File: src/fwoc_pkg.sv
// Package: register layout and constants for the flash write operation control block
package fwoc_pkg;

  // ------------------------------------------------------------
  // Register map
  // ------------------------------------------------------------
  localparam logic [23:0] OPERATION_CONTROL_HIGH_ADDR = 24'h080002;
  localparam logic [15:0] OPERATION_CONTROL_HIGH_RST  = 16'h0000;

  // ------------------------------------------------------------
  // Field positions in the control high register
  // ------------------------------------------------------------
  localparam int WRITE_START_POS  = 15;
  localparam int SUSPEND_POS      = 14;
  localparam int WORD_PROG_POS    = 13;
  localparam int DWORD_PROG_POS   = 12;
  localparam int SECTOR_ERASE_POS = 11;
  localparam int PROTECT_PROG_POS = 8;

  // ------------------------------------------------------------
  // Protection register address window and erase values
  // ------------------------------------------------------------
  localparam logic [23:0] PROTECT_ADDR_LOW  = 24'h08DFB0;
  localparam logic [23:0] PROTECT_ADDR_HIGH = 24'h08DFBF;
  localparam logic [7:0]  ERASED_BYTE       = 8'hFF;
  localparam logic [7:0]  PREPROG_BYTE      = 8'h00;
  localparam int          SECTOR_COUNT      = 8;

  // Operation kinds handed to the array
  typedef enum logic [2:0] {
    FWOC_OP_NONE,
    FWOC_OP_WORD,
    FWOC_OP_DWORD,
    FWOC_OP_ERASE,
    FWOC_OP_PROTECT
  } fwoc_op_t;

endpackage

File: src/fwoc_top.sv
// Top: operation control high register and write sequencing of the flash controller
`timescale 1ns/10ps
`default_nettype none

module fwoc_top (
  input  wire logic        I_CLOCK,          // System clock, 200 MHz
  input  wire logic        I_ARST_N,         // Asynchronous reset, active low
  input  wire logic        I_CE,             // Clock enable, freezes all state when low
  input  wire logic        I_REG_WR,         // Register write strobe
  input  wire logic        I_REG_RD,         // Register read strobe
  input  wire logic [23:0] I_REG_ADDR,       // Register byte address
  input  wire logic [15:0] I_REG_WDATA,      // Register write data
  input  wire logic [1:0]  I_REG_BE,         // Byte enables, bit 1 is the upper byte
  input  wire logic [23:0] I_PROG_ADDR,      // Program address registers
  input  wire logic [7:0]  I_SECTOR_SEL,     // Sector select bits of bank 0
  input  wire logic        I_TEST_SEL,       // Test sector selected
  input  wire logic        I_WRITE_ERROR,    // Write error register error flag
  input  wire logic        I_BOOTSTRAP,      // Bootstrap mode
  input  wire logic        I_ARRAY_DONE,     // Array completion pulse
  input  wire logic        I_ARRAY_HALTED,   // Array acknowledges suspend
  output logic      [15:0] O_REG_RDATA,      // Register read data
  output logic             O_REG_TRAP,       // Read of a locked register, invalid data
  output logic             O_BANK_BUSY,      // Bank busy flag
  output logic             O_REG_LOCK,       // Register lock flag
  output logic             O_SEQ_ERROR,      // Sequence error pulse to error register
  output logic             O_ARRAY_GO,       // One-cycle start or resume to the array
  output logic       [2:0] O_ARRAY_OP,       // Operation kind for the array
  output logic             O_ARRAY_SUSPEND,  // Suspend request level to the array
  output logic             O_TEST_VISIBLE    // Test sector mapped for reads
);

  // ------------------------------------------------------------
  // State
  // ------------------------------------------------------------
  typedef enum logic [2:0] {
    FWOC_IDLE,
    FWOC_RUN,
    FWOC_RUN_NOSUSP,
    FWOC_PROG_SUSPEND_REQUEST_BIT,
    FWOC_ERASE_SUSPEND_REQUEST_BIT
  } fwoc_state_t;

  fwoc_state_t state;
  logic write_start;
  logic suspend_req;
  logic word_program_select;
  logic double_word_program_select;
  logic sector_erase_select;
  logic protection_program_select;
  logic [15:0] ctrl_view;
  logic        hit_ctrl;
  logic        wr_ctrl;
  logic        wr_suspend_request_bit;
  logic        start_req;
  logic        start_ok;
  logic        addr_ok;
  logic [2:0]  sel_op;
  logic        sectors_ok;
  logic        op_allowed;
  logic        busy_state;

  // ------------------------------------------------------------
  // Decode
  // ------------------------------------------------------------
  assign hit_ctrl  = (I_REG_ADDR == fwoc_pkg::OPERATION_CONTROL_HIGH_ADDR);
  // Upper byte carries start/suspend/select; lock hides the register from writes
  assign wr_ctrl   = I_REG_WR && hit_ctrl && I_REG_BE[1] && !O_REG_LOCK;
  // Suspend must reach a running, locked operation, so it bypasses the lock
  assign wr_suspend_request_bit   = I_REG_WR && hit_ctrl && I_REG_BE[1] &&
                     I_REG_WDATA[fwoc_pkg::SUSPEND_POS];
  assign start_req = wr_ctrl && I_REG_WDATA[fwoc_pkg::WRITE_START_POS];
  assign addr_ok   = (I_PROG_ADDR >= fwoc_pkg::PROTECT_ADDR_LOW) &&
                     (I_PROG_ADDR <= fwoc_pkg::PROTECT_ADDR_HIGH);
  // Erase needs at least one sector and never the test sector
  assign sectors_ok = (I_SECTOR_SEL != 8'h00) && !I_TEST_SEL;

  // Operation encoded by the select bits of this write (first found wins)
  always_comb begin
    sel_op = fwoc_pkg::FWOC_OP_NONE;
    if (I_REG_WDATA[fwoc_pkg::WORD_PROG_POS]) begin
      sel_op = fwoc_pkg::FWOC_OP_WORD;
    end else if (I_REG_WDATA[fwoc_pkg::DWORD_PROG_POS]) begin
      sel_op = fwoc_pkg::FWOC_OP_DWORD;
    end else if (I_REG_WDATA[fwoc_pkg::SECTOR_ERASE_POS]) begin
      sel_op = fwoc_pkg::FWOC_OP_ERASE;
    end else if (I_REG_WDATA[fwoc_pkg::PROTECT_PROG_POS]) begin
      sel_op = fwoc_pkg::FWOC_OP_PROTECT;
    end
  end

  // Which starts each state accepts; suspend states only take the allowed kinds
  always_comb begin
    op_allowed = 1'b0;
    unique case (state)
      FWOC_IDLE:       op_allowed = (sel_op != fwoc_pkg::FWOC_OP_NONE) &&
                                    ((sel_op != fwoc_pkg::FWOC_OP_ERASE) || sectors_ok);
      FWOC_PROG_SUSPEND_REQUEST_BIT:  op_allowed = (sel_op == O_ARRAY_OP);
      FWOC_ERASE_SUSPEND_REQUEST_BIT: op_allowed = (sel_op == fwoc_pkg::FWOC_OP_ERASE) ||
                                    (sel_op == fwoc_pkg::FWOC_OP_WORD) ||
                                    (sel_op == fwoc_pkg::FWOC_OP_DWORD);
      FWOC_RUN:        op_allowed = 1'b0;
      FWOC_RUN_NOSUSP: op_allowed = 1'b0;
    endcase
  end

  // Error flag blocks every start; a protection start is still refused off-range
  assign start_ok = start_req && !I_WRITE_ERROR && op_allowed &&
                    !((sel_op == fwoc_pkg::FWOC_OP_PROTECT) && !addr_ok);

  assign busy_state = (state == FWOC_RUN) || (state == FWOC_RUN_NOSUSP);

  // ------------------------------------------------------------
  // Sequencer
  // ------------------------------------------------------------
  // Suspend only acts on a suspendable run; the array tells when it halted
  always_ff @(posedge I_CLOCK or negedge I_ARST_N) begin
    if (!I_ARST_N) begin
      state <= FWOC_IDLE;
    end else if (I_CE) begin
      unique case (state)
        FWOC_IDLE, FWOC_PROG_SUSPEND_REQUEST_BIT: begin
          if (start_ok) begin
            state <= FWOC_RUN;
          end
        end
        FWOC_ERASE_SUSPEND_REQUEST_BIT: begin
          if (start_ok) begin
            // Programs started under erase suspend cannot be suspended
            state <= (sel_op == fwoc_pkg::FWOC_OP_ERASE) ? FWOC_RUN : FWOC_RUN_NOSUSP;
          end
        end
        FWOC_RUN: begin
          if (I_ARRAY_DONE) begin
            state <= FWOC_IDLE;
          end else if (I_ARRAY_HALTED && suspend_req) begin
            state <= (O_ARRAY_OP == fwoc_pkg::FWOC_OP_ERASE) ? FWOC_ERASE_SUSPEND_REQUEST_BIT : FWOC_PROG_SUSPEND_REQUEST_BIT;
          end
        end
        FWOC_RUN_NOSUSP: begin
          if (I_ARRAY_DONE) begin
            state <= FWOC_ERASE_SUSPEND_REQUEST_BIT;
          end
        end
      endcase
    end
  end

  // Write start: only set by an accepted start, cleared by done or suspend
  always_ff @(posedge I_CLOCK or negedge I_ARST_N) begin
    if (!I_ARST_N) begin
      write_start <= 1'b0;
    end else if (I_CE) begin
      if (start_ok) begin
        write_start <= 1'b1;
      end else if (busy_state && (I_ARRAY_DONE || (I_ARRAY_HALTED && suspend_req &&
                                                   state == FWOC_RUN))) begin
        write_start <= 1'b0;
      end
      // Software zero writes fall through untouched
    end
  end

  // Suspend bit: software set, kept during suspension, cleared by an accepted resume
  always_ff @(posedge I_CLOCK or negedge I_ARST_N) begin
    if (!I_ARST_N) begin
      suspend_req <= 1'b0;
    end else if (I_CE) begin
      if (wr_suspend_request_bit && state == FWOC_RUN && !I_ARRAY_DONE &&
          O_ARRAY_OP != fwoc_pkg::FWOC_OP_PROTECT) begin
        suspend_req <= 1'b1;
      end else if (state == FWOC_RUN && I_ARRAY_DONE) begin
        suspend_req <= 1'b0; // A finished run leaves nothing to suspend
      end else if (start_ok && state != FWOC_IDLE && state != FWOC_ERASE_SUSPEND_REQUEST_BIT) begin
        suspend_req <= 1'b0;
      end else if (start_ok && sel_op == fwoc_pkg::FWOC_OP_ERASE) begin
        suspend_req <= 1'b0;
      end else if (wr_ctrl && !I_REG_WDATA[fwoc_pkg::SUSPEND_POS] && state == FWOC_IDLE) begin
        suspend_req <= 1'b0;
      end
    end
  end

  // Select bits: writable while idle, cleared once their operation has finished
  always_ff @(posedge I_CLOCK or negedge I_ARST_N) begin
    if (!I_ARST_N) begin
      word_program_select        <= 1'b0;
      double_word_program_select <= 1'b0;
      sector_erase_select        <= 1'b0;
      protection_program_select  <= 1'b0;
    end else if (I_CE) begin
      if (busy_state && I_ARRAY_DONE) begin
        word_program_select        <= 1'b0;
        double_word_program_select <= 1'b0;
        sector_erase_select        <= (state == FWOC_RUN_NOSUSP);
        protection_program_select  <= 1'b0;
      end else if (wr_ctrl && !busy_state) begin
        word_program_select        <= I_REG_WDATA[fwoc_pkg::WORD_PROG_POS];
        double_word_program_select <= I_REG_WDATA[fwoc_pkg::DWORD_PROG_POS];
        sector_erase_select        <= I_REG_WDATA[fwoc_pkg::SECTOR_ERASE_POS] ||
                                      (state == FWOC_ERASE_SUSPEND_REQUEST_BIT);
        protection_program_select  <= I_REG_WDATA[fwoc_pkg::PROTECT_PROG_POS];
      end
    end
  end

  // ------------------------------------------------------------
  // Array side outputs
  // ------------------------------------------------------------
  // Erase kind tells the array to pre-program zeros then erase to the erased byte
  always_ff @(posedge I_CLOCK or negedge I_ARST_N) begin
    if (!I_ARST_N) begin
      O_ARRAY_GO      <= 1'b0;
      O_ARRAY_OP      <= fwoc_pkg::FWOC_OP_NONE;
      O_ARRAY_SUSPEND <= 1'b0;
    end else if (I_CE) begin
      O_ARRAY_GO <= start_ok;
      if (start_ok) begin
        O_ARRAY_OP <= sel_op;
      end
      O_ARRAY_SUSPEND <= (suspend_req || wr_suspend_request_bit) &&
                         state == FWOC_RUN && O_ARRAY_OP != fwoc_pkg::FWOC_OP_PROTECT;
    end
  end

  // Busy and lock follow the write start; suspension drops both
  always_ff @(posedge I_CLOCK or negedge I_ARST_N) begin
    if (!I_ARST_N) begin
      O_BANK_BUSY <= 1'b0;
      O_REG_LOCK  <= 1'b0;
    end else if (I_CE) begin
      if (start_ok) begin
        O_BANK_BUSY <= 1'b1;
        O_REG_LOCK  <= 1'b1;
      end else if (busy_state && (I_ARRAY_DONE || (I_ARRAY_HALTED && suspend_req &&
                                                   state == FWOC_RUN))) begin
        O_BANK_BUSY <= 1'b0;
        O_REG_LOCK  <= 1'b0;
      end
    end
  end

  // Off-range protection address flags the sequence error for one cycle
  always_ff @(posedge I_CLOCK or negedge I_ARST_N) begin
    if (!I_ARST_N) begin
      O_SEQ_ERROR <= 1'b0;
    end else if (I_CE) begin
      O_SEQ_ERROR <= start_req && !I_WRITE_ERROR && (state == FWOC_IDLE) &&
                     (sel_op == fwoc_pkg::FWOC_OP_PROTECT) && !addr_ok;
    end
  end

  // Test sector mapping follows bootstrap mode only
  always_ff @(posedge I_CLOCK or negedge I_ARST_N) begin
    if (!I_ARST_N) begin
      O_TEST_VISIBLE <= 1'b0;
    end else if (I_CE) begin
      O_TEST_VISIBLE <= I_BOOTSTRAP;
    end
  end

  // ------------------------------------------------------------
  // Read path
  // ------------------------------------------------------------
  assign ctrl_view = {write_start, suspend_req, word_program_select,
                      double_word_program_select, sector_erase_select, 2'b00,
                      protection_program_select, 8'h00};

  // Locked reads return all ones and a trap; unmapped reads return zero
  always_ff @(posedge I_CLOCK or negedge I_ARST_N) begin
    if (!I_ARST_N) begin
      O_REG_RDATA <= fwoc_pkg::OPERATION_CONTROL_HIGH_RST;
      O_REG_TRAP  <= 1'b0;
    end else if (I_CE) begin
      O_REG_TRAP  <= I_REG_RD && hit_ctrl && O_REG_LOCK;
      if (I_REG_RD && hit_ctrl) begin
        O_REG_RDATA <= O_REG_LOCK ? 16'hFFFF : ctrl_view;
      end else if (I_REG_RD) begin
        O_REG_RDATA <= 16'h0000;
      end
    end
  end

  // ------------------------------------------------------------
  // Checks
  // ------------------------------------------------------------
  chk_start_busy: assert property (@(posedge I_CLOCK) disable iff (!I_ARST_N)
    I_CE && start_ok |=> O_BANK_BUSY && O_REG_LOCK && write_start)
    else $error("start did not set busy and lock");
  chk_error_blocks: assert property (@(posedge I_CLOCK) disable iff (!I_ARST_N)
    I_CE && I_WRITE_ERROR && state == FWOC_IDLE |=> !O_ARRAY_GO)
    else $error("start taken while error flag high");
  chk_done_clears: assert property (@(posedge I_CLOCK) disable iff (!I_ARST_N)
    I_CE && state == FWOC_RUN && I_ARRAY_DONE |=> !write_start && !O_BANK_BUSY &&
    !word_program_select && !double_word_program_select && !protection_program_select)
    else $error("completion left start or select set");
  chk_zero_ignored: assert property (@(posedge I_CLOCK) disable iff (!I_ARST_N)
    I_CE && write_start && !I_ARRAY_DONE && !I_ARRAY_HALTED |=> write_start)
    else $error("write start cleared without completion");
  chk_seq_error: assert property (@(posedge I_CLOCK) disable iff (!I_ARST_N)
    O_SEQ_ERROR |-> $past(sel_op) == fwoc_pkg::FWOC_OP_PROTECT && !$past(addr_ok))
    else $error("sequence error without bad protection address");
  chk_suspend_idle: assert property (@(posedge I_CLOCK) disable iff (!I_ARST_N)
    I_CE && state == FWOC_RUN && suspend_req && I_ARRAY_HALTED && !I_ARRAY_DONE
    |=> !O_BANK_BUSY && !write_start)
    else $error("suspend did not release the bank");
  chk_prog_suspend_request_bit: assert property (@(posedge I_CLOCK) disable iff (!I_ARST_N)
    I_CE && state == FWOC_PROG_SUSPEND_REQUEST_BIT && sel_op == fwoc_pkg::FWOC_OP_ERASE |=> !O_ARRAY_GO)
    else $error("erase accepted during program suspend");
  chk_locked_trap: assert property (@(posedge I_CLOCK) disable iff (!I_ARST_N)
    I_CE && I_REG_RD && hit_ctrl && O_REG_LOCK |=> O_REG_TRAP && O_REG_RDATA == 16'hFFFF)
    else $error("locked read not trapped");
  chk_nosusp_run: assert property (@(posedge I_CLOCK) disable iff (!I_ARST_N)
    I_CE && state == FWOC_RUN_NOSUSP |=> !O_ARRAY_SUSPEND)
    else $error("suspend requested for an unsuspendable program");
  chk_erase_clears: assert property (@(posedge I_CLOCK) disable iff (!I_ARST_N)
    I_CE && state == FWOC_RUN && I_ARRAY_DONE |=> !sector_erase_select)
    else $error("erase select left set after completion");
  chk_test_refused: assert property (@(posedge I_CLOCK) disable iff (!I_ARST_N)
    I_CE && state == FWOC_IDLE && I_TEST_SEL && sel_op == fwoc_pkg::FWOC_OP_ERASE
    |=> !O_ARRAY_GO)
    else $error("erase started with the test sector selected");

endmodule

`default_nettype wire

File: config.mk
export PLATFORM = sky130hd
export DESIGN_NAME = fwoc_top
export DESIGN_NICKNAME = d
export VERILOG_FILES = /design/src/fwoc_pkg.sv /design/src/fwoc_top.sv
export SDC_FILE = /design/constraint.sdc
export NUM_CORES = 1
export LEC_CHECK = 0
export BUFFER_PORTS_ARGS = -buffer_cell sky130_fd_sc_hd__buf_2
export CAP_MARGIN = 25
export CORE_ASPECT_RATIO = 1.2
export CORE_MARGIN = 2
export CORE_UTILIZATION = 45
export CTS_CLUSTER_DIAMETER = 80
export DETAILED_ROUTE_END_ITERATION = 12
export PLACE_DENSITY = 0.86
export SYNTH_ARGS = -nofsm -noshare
export SYNTH_HDL_FRONTEND = slang
export SYNTH_SLANG_ARGS = --single-unit
File: constraint.sdc
create_clock -name I_CLOCK -period 6.4 [get_ports I_CLOCK]
set_input_delay 0.96 -clock I_CLOCK [delete_from_list [all_inputs] [get_ports I_CLOCK]]
set_output_delay 0.96 -clock I_CLOCK [all_outputs]
set_load 0.05 [all_outputs]
Yosys cells after proc, flatten, opt, wreduce, memory -nomap -nowiden

Index checks and enable logic that the tools add are counted.

Eq/ne operators: 18
Reduce and logical (&&, ||, !) cells: 64
$lt $le $gt $ge: 2
Mux-type cells: 31

Operator list:

| cell                                                                                   | number |
|---|---|
| 16-bit 2-to-1 mux                                                                      | 3 |
| 1-bit logical AND                                                                      | 33 |
| 3-bit 2-to-1 mux                                                                       | 10 |
| 24-bit by 20-bit == test with 1-bit output (second input constant)                     | 1 |
| 24-bit by 20-bit greater-or-equal comparator with 1-bit output (second input constant) | 1 |
| 24-bit by 20-bit <= comparator with 1-bit output (second input constant)               | 1 |
| 3-bit by 2-bit == test with 1-bit output (second input constant)                       | 5 |
| 1-bit 2-to-1 mux                                                                       | 15 |
| 3-bit case mux with 4 select lines                                                     | 1 |
| 2-bit AND reduction                                                                    | 5 |
| 1-bit logical NOT                                                                      | 8 |
| 8-bit nonzero test                                                                     | 1 |
| 1-bit logical OR                                                                       | 7 |
| 3-bit by 1-bit == test with 1-bit output (second input constant)                       | 2 |
| 3-bit == test (second input constant)                                                  | 2 |
| 2-bit inequality test (second input constant)                                          | 3 |
| 3-bit by 2-bit inequality test with 1-bit output (second input constant)               | 2 |
| 3-bit inequality test (second input constant)                                          | 2 |
| 2-bit nonzero test                                                                     | 3 |
| 3-bit nonzero test                                                                     | 2 |
| 5-bit AND reduction                                                                    | 1 |
| 5-bit nonzero test                                                                     | 1 |
| 1-bit case mux with 4 select lines                                                     | 1 |
| 2-bit OR reduction                                                                     | 2 |
| other kinds (3)                                                                        | 3 |

Bits of input ports: 84
Logic and storage cells: 129
Register bits after elaboration: 33

Depth between registers and ports, before layout

Gate-level depths: netlist of the first run.

Depth in word-level cells: 15
Gate-level depth with buffers: 8

Worst setup path after synthesis of the first run

OpenSTA, ideal clock, no wires.

Kind: input to register
Start: input port I_REG_WDATA[11]
End: register O_ARRAY_OP[2]
Path slack: 3474 ps
Stages on the path: 8
Arrival: 2801 ps
Buffers on the path: 2
Setup time: 125 ps
Cell sequence: buf_2 -> nor4b_1 -> xor2_1 -> a211oi_1 -> nor2_1 -> or3b_1 -> buf_6 -> mux2_4

Word-level cells in the longest chain between the ends: 10
Elaborated cells between the ends (all ways): 20
Those cells by class: 6 x eq/ne; 4 x mux; 10 x reduce/logical

RTL lines:

| item                                                             | line                           | text |
|---|---|---|
| start, declared                                                  | fwoc_top.sv:12                 | `input wire logic [15:0] I_REG_WDATA,` |
| 3-bit 2-to-1 mux (*)                                             | fwoc_top.sv:84                 | `end else if (I_REG_WDATA[fwoc_pkg::SECTOR_ERASE_POS]) begin` |
| 3-bit 2-to-1 mux (*)                                             | fwoc_top.sv:82                 | `end else if (I_REG_WDATA[fwoc_pkg::DWORD_PROG_POS]) begin` |
| 3-bit 2-to-1 mux (*)                                             | fwoc_top.sv:80                 | `if (I_REG_WDATA[fwoc_pkg::WORD_PROG_POS]) begin` |
| 3-bit by 2-bit == test with 1-bit output (tied with other cells) | fwoc_top.sv:98                 | `FWOC_ERASE_SUSPEND_REQUEST_BIT: op_allowed = (sel_op == fwoc_pkg::FWOC_OP_ERASE) \|\|` |
| 1-bit logical OR (on tied branches)                              | fwoc_top.sv:98, fwoc_top.sv:96 |  |
| 1-bit logical OR / 1-bit logical AND (equally long branches)     | fwoc_top.sv:99, fwoc_top.sv:95 |  |
| 1-bit case mux with 4 select lines                               | fwoc_top.sv:94                 | `unique case (state)` |
| 1-bit logical AND (2 in a row)                                   | fwoc_top.sv:107                | `assign start_ok = start_req && !I_WRITE_ERROR && op_allowed &&` |
| 2-bit AND reduction (no line)                                    | --                             |  |
| end signal, assigned                                             | fwoc_top.sv:213                | `O_ARRAY_OP <= fwoc_pkg::FWOC_OP_NONE;` |
| end signal, assigned                                             | fwoc_top.sv:218                | `O_ARRAY_OP <= sel_op;` |
| end, declared                                                    | fwoc_top.sv:27                 | `output logic [2:0] O_ARRAY_OP,` |

Mark *: on every way between the ends. The rest lies on a longest branch, timed or not.
A chain may end at the register's enable or synchronous reset.

Worst setup path after layout of the first run

Ends and elaborated chain as after synthesis.

==> results.md, run 1 <==
- Syn-to-layout area delta: 26.2%
- Critical Path Fanout Max: 11
- Number of synthesized flops with an enable pin: 0
- Total GRT Usage: 0.208
- Initial antenna violation count: 0
- Final setup violating endpoints: 0
- Buffers on Ports: 94
- Status: finished clean
- Slew HR: 0.412
- Row count: 24
- Worst path cell trace: buf_2, nor4b_1, xor2_1, a211oi_1, nor2_1, or3b_1, mux2_4
- Max VDD drop: roughly 0.20 mV
- Avg WL per Cell: around 13 um
- DRC: 0
- Post-CTS Setup Bufs: 0
- Yosys warnings: 0
- Setup TNS: 0 ns
- N_diodes: 0
- Final net count: 360
- Predominant post-synthesis flop cell: dfrtp_1
- Inst Count DP: slightly above 300
- Final max-slew violation count: 0
- Post-Synthesis Cells: roughly 200
- RSZ-0062 raised after global routing: no
- Fin cells: 314
- Largest net degree at the start of global routing: 24
- Synthesis-stage register bit count: 23
- Post-route ant nets: 0
- Slowest cell on crit path: nor4b_1
- Layout cells sized above 1: 0.404
- Leak pwr: about 1.0 nW
- Maximum buffer depth of the clock tree: 2
- Initial Utilization: 0.463
- Fin. Hold Viols: 0
- Die height: just over 70 um
- CTS resizes: 0
- Register area share after synthesis: 0.348
- Synth unique cells: 55
- Critical Path AT: 3.10 ns
- Worst endpoint required time: 6.55 ns
- GR Overflow Total: 0
- Clk_lat worst skew: ~0.26 ns
- IO Pins: 110
- Period utilisation layout: 0.461
- H-tree depth: 1
- Vias in the first global route: about 1700
- Die W: between 50 and 60 um
- Vias per cell: around 5.6
- Clk pin slew, worst setup/hold paths: 0.08 ns
- Minimum clock period: a little under 3 ns
- DR iter-0 viols: 84
- DRT Pass-1 Iters: 4
- CTS buffer count: 3
- Root Driver: clkbuf_8
- Max cap viols: 0
- PD cells: around 230 nW/um2
- Vias: around 1800
- Detailed Place HPWL: around 3400 um
- Worst setup EP type: flop
- Hold Crit Class: flop to flop
- Hold-fix buffers, CTS: 0
- Final Wtd Congestion: between 0.8 and 0.9
- Max stage delay on crit path: 0.58 ns
- Core Region: 3570 um2
- Tot Pwr: 0.000481 W
- Syn_area_per_cell: between 8 and 9 um2
- CTS tree: done
- WHS: roughly 0.48 ns
- Post-synthesis cell area: 1660 um2
- Clk sinks: 23
- Critical path class: input port to flop
- CP startpoint kind: input port
- F_max: about 0.34 GHz
- Die Area: 4180 um2
- First-pass GRT wire length: ~7000 um
- Net count after synthesis: ~280
- Worst-margin pin slew: just under 0.9 ns
- Async set-or-reset flop fraction in the synthesized netlist: 1.00
- Clock skew: roughly 0.0018 ns
- WL final: about 4200 um
final cells by class:
cell class                      count  area, um2
Fill cell                         318       1490
Multi-Input combinational cell    144        910
Sequential cell                    23        576
Timing Repair Buffer               94        470
Tap cell                           39       48.8
Clock buffer                        3       41.3
Inverter                           10       37.5
Clock inverter                      1       5.00
cell families (layout without fill, tap and decap cells):
group,Yosys count,count (layout),synth area share
buf+inv,32,108,0.103
xor+xnor,2,2,0.0106
simple gates,83,83,0.295
mux,6,6,0.0416
compound gates,53,53,0.203
flops,23,23,0.348
per-stage QoR:
stage / setup WS (ns) / utilization / instance area, um2
6_report: 3.45 / 0.584 / 2090
5_1_grt: 3.33 / 0.584 / 2090
3_5_place_dp: 3.20 / 0.571 / 2040
4_1_cts: 3.48 / 0.584 / 2090
2_1_floorplan: 3.47 / - / 1660
3_3_place_gp: 3.24 / 0.571 / 2040
power by group:
group | total [W] | internal, W | switching [W]
combinational | 0.000188 | 0.0000829 | 0.000105
sequential | 0.000203 | 0.000168 | 0.0000356
clock | 0.0000901 | 0.0000434 | 0.0000467
total | 0.000481 | 0.000294 | 0.000187
Yosys cell counts, drive strengths merged, types with 2 or more instances:
| cell type | n | share of area |
|---|---|---|
| a211oi | 2 | 0.0091 |
| a2bb2oi | 2 | 0.011 |
| a21o | 2 | 0.0091 |
| a21oi | 11 | 0.033 |
| or3 | 2 | 0.0083 |
| o311ai | 3 | 0.020 |
| nand2b | 3 | 0.011 |
| nand4 | 6 | 0.026 |
| inv | 10 | 0.023 |
| mux2 | 4 | 0.029 |
| nor3 | 4 | 0.015 |
| dfrtp | 23 | 0.35 |
| buf | 14 | 0.062 |
| nor2 | 10 | 0.023 |
| o22ai | 2 | 0.0076 |
| nand2 | 29 | 0.066 |
| nand3 | 5 | 0.015 |
| a21boi | 3 | 0.014 |
| mux2i | 2 | 0.012 |
| o31ai | 2 | 0.0091 |
| nor4 | 7 | 0.034 |
| nand4b | 2 | 0.011 |
| or4 | 2 | 0.0091 |
| o211ai | 3 | 0.014 |
| clkbuf | 8 | 0.018 |
| nor4b | 5 | 0.034 |
| o21ai | 19 | 0.057 |
final timing paths:
path                                  from              end  slack, ns  depth (start not counted)
setup reg to reg                O_REG_LOCK    O_ARRAY_OP[2]       3.92                          5
max in group asynchronous         I_ARST_N         state[2]       5.37                          1
min in group asynchronous         I_ARST_N  O_REG_RDATA[12]       0.67                          1
hold reg to reg            O_REG_RDATA[11]  O_REG_RDATA[11]       0.48                          2
setup / recovery           I_REG_WDATA[11]    O_ARRAY_OP[2]       3.45                          7
hold / removal             O_REG_RDATA[11]  O_REG_RDATA[11]       0.48                          2
cells in the final DEF, fill, tap and decap left out, types with 3 or more instances in the layout:
cell type,Yosys,final
clkbuf_8,0,3
buf_2,1,94
dfrtp_1,23,23
nand2b_1,3,3
nor4_1,5,5
o211ai_1,3,3
nor2_1,10,10
nand3_1,5,5
a21oi_1,11,11
nor4b_1,3,3
inv_1,10,10
nand2_1,29,29
nand4_1,5,5
nor3_1,3,3
o21ai_0,18,18
state kept, by name (all words and copies together) (netlist names):
name                        count
O_ARRAY_SUSPEND                 1
double_word_program_select      1
O_TEST_VISIBLE                  1
O_ARRAY_GO                      1
O_REG_RDATA                     6
O_ARRAY_OP                      3
O_SEQ_ERROR                     1
sector_erase_select             1
protection_program_select       1
word_program_select             1
suspend_req                     1
O_REG_LOCK                      1
O_REG_TRAP                      1
state                           3
critical path, delay by kind of cell:
family          cells  cell delay (ns)
simple gates        3             1.23
buf+inv             1             0.16
compound gates      1             0.27
mux                 1             0.35
xor+xnor            1             0.13
routing by layer:
metal / part of all wire / routed length, um / GRT usage / vias up
met3: 0.079 / 335 / 0.0278 / 6
met1: 0.39 / 1660 / 0.249 / 809
met4: 0.0090 / 38 / 0.0657 / 0
met2: 0.52 / 2200 / 0.372 / 85
li1: - / - / - / 869
met5: 0 / 0 / 0 / -
No activity file was read; power rests on OpenSTA's default activity.
==> run 2, diff against run 1 <==
- CORE_UTILIZATION: 45 -> 38
- PLACE_DENSITY: 0.86 -> 0.78
- clock period: 6.4 -> 2.5 ns (I/O delays scaled with it)
==> results.md, run 2 (synthesized netlist as in run 1, its figures left out) <==
- Max reg flops: 6
- GR Overflow Total: 0
- Slowest cell on crit path: or3b_1
- Post-route ant nets: 0
- Hold Crit Class: input port to async pin
- Max cap viols: 0
- Critical Path Fanout Max: 7
- Row count: 26
- DRC: 0
- CTS resizes: 0
- N_diodes: 0
- RR Endpoint: O_ARRAY_OP[2]
- Worst setup EP type: flop
- Fin. Hold Viols: 0
- Avg WL per Cell: about 13 um
- Vias: 1783
- Worst-margin pin slew: 0.822 ns
- Reg2reg setup slack: 0.32 ns
- Slew HR: 0.445
- Metal-1 WL: around 1700 um
- Layout cells sized above 1: 0.420
- H-tree depth: 1
- Initial Utilization: 0.391
- DR top layer: met4
- Buffers on Ports: 94
- Root Driver: clkbuf_8
- Most flops, register: O_REG_RDATA
- Leak pwr: 1.08 nW
- Detailed Place HPWL: 3500 um
- CP top delay family: simple AND/OR/NAND/NOR gates
- Setup TNS: 0 ns
- Clk pin slew, worst setup/hold paths: 0.08 ns
- Die W: 64.3 um
- CTS tree: done
- WHS: 0.0727 ns
- First-pass GRT wire length: approximately 7300 um
- DR iter-0 viols: 69
- CTS buffer count: 3
- Post-CTS Setup Bufs: 0
- Maximum buffer depth of the clock tree: 2
- Most common cell after layout, fill and taps aside: buf_2
- Hold-fix buffers, CTS: 0
- Max stage delay on crit path: roughly 0.48 ns
- Critical Path AT: between 2 and 2.5 ns
- Core Region: between 4000 and 5000 um2
- Vias in the first global route: approximately 1700
- Vias per cell: 5.26
- Worst path cell trace: nor4bb_1, a31oi_1, a211oi_1, nor2_1, or3b_1, mux2_4
- Final setup violating endpoints: 0
- # fillers: 430
- DRT Pass-1 Iters: 4
- Max VDD drop: between 0.2 and 0.3 mV
- Critical path class: flop to flop
- Worst path bufs/invs: 0
- Syn-to-layout area delta: 31.1%
- WL final: between 4000 and 5000 um
- Clk sinks: 23
- Met2 WL: 2270 um
- Worst endpoint required time: 2.66 ns
- Total GRT Usage: 0.184
- Most frequent cells in the layout: 94 x buf_2, 29 x nand2_1, 23 x dfrtp_1
- CP startpoint kind: flop
- RSZ-0062 raised after global routing: no
- Top Registers: O_REG_RDATA x6, O_ARRAY_OP x3, state x3
- Largest net degree at the start of global routing: 24
- Minimum clock period: 2.18 ns
- PD cells: approximately 570 nW/um2
- DR WL met3: approximately 270 um
- Final Wtd Congestion: 0.814
- F_max: 0.460 GHz
- Clk_lat worst skew: approximately 0.27 ns
- Period utilisation layout: 0.870
- Status: finished clean
- Clock skew: between 0.0015 and 0.002 ns
- Post-Route Utilization: 0.513
- R2r worst-path depth: 6
- Final net count: between 300 and 400
- Die Area: roughly 4900 um2
- RR Startpoint: O_ARRAY_OP[0]
- Die height: between 70 and 80 um
- IO Pins: 110
- Initial antenna violation count: 0
- Final max-slew violation count: 0
[run 2: changes by cell type in the layout (fill, tap and decap cells not counted), sizes merged]
cell,before,now
buf,94,102
[run 2: cell type report]
type,instances,area [um2],share of cell area
Inverter,10,37.5,0.0173
Tap cell,56,70.1,0.0323
Clock inverter,1,5.00,0.00231
Sequential cell,23,576,0.265
Timing Repair Buffer,102,531,0.245
Clock buffer,3,41.3,0.0190
Multi-Input combinational cell,144,910,0.419
[run 2: metrics by stage]
step	total power (W)	cell area [um2]	worst slack, ns	std cells
floorplan	0.000859	1660	0.128	199
global placement	0.000982	2120	0.120	335
detailed placement	0.00100	2120	0.105	335
CTS	0.00124	2170	0.337	339
global route	0.00133	2170	0.159	339
finish	0.00123	2170	0.324	339
[run 2: routing by layer]
| metal | up-vias | global-route usage |
|---|---|---|
| met5 | - | 0 |
| met4 | 0 | 0.0809 |
| met3 | 7 | 0.0369 |
| met2 | 69 | 0.330 |
| met1 | 819 | 0.206 |
| li1 | 888 | - |
[run 2: how the worst max path moves through the flow]
stage	cells after the start	start	endpoint	slack [ns]
global placement	7	I_REG_WDATA[12]	O_ARRAY_OP[2]	0.12
global route	6	O_ARRAY_OP[0]	O_ARRAY_OP[2]	0.16
detailed placement	7	I_REG_WDATA[12]	O_ARRAY_OP[2]	0.11
finish	6	O_ARRAY_OP[0]	O_ARRAY_OP[2]	0.32
floorplan	6	O_REG_LOCK	O_ARRAY_OP[2]	0.13
CTS	6	O_ARRAY_OP[0]	O_ARRAY_OP[2]	0.34
[run 2: power breakdown]
group | internal [W] | switching (W)
Combinational | 0.000215 | 0.000261
Clock | 0.000111 | 0.000121
Sequential | 0.000429 | 0.0000940
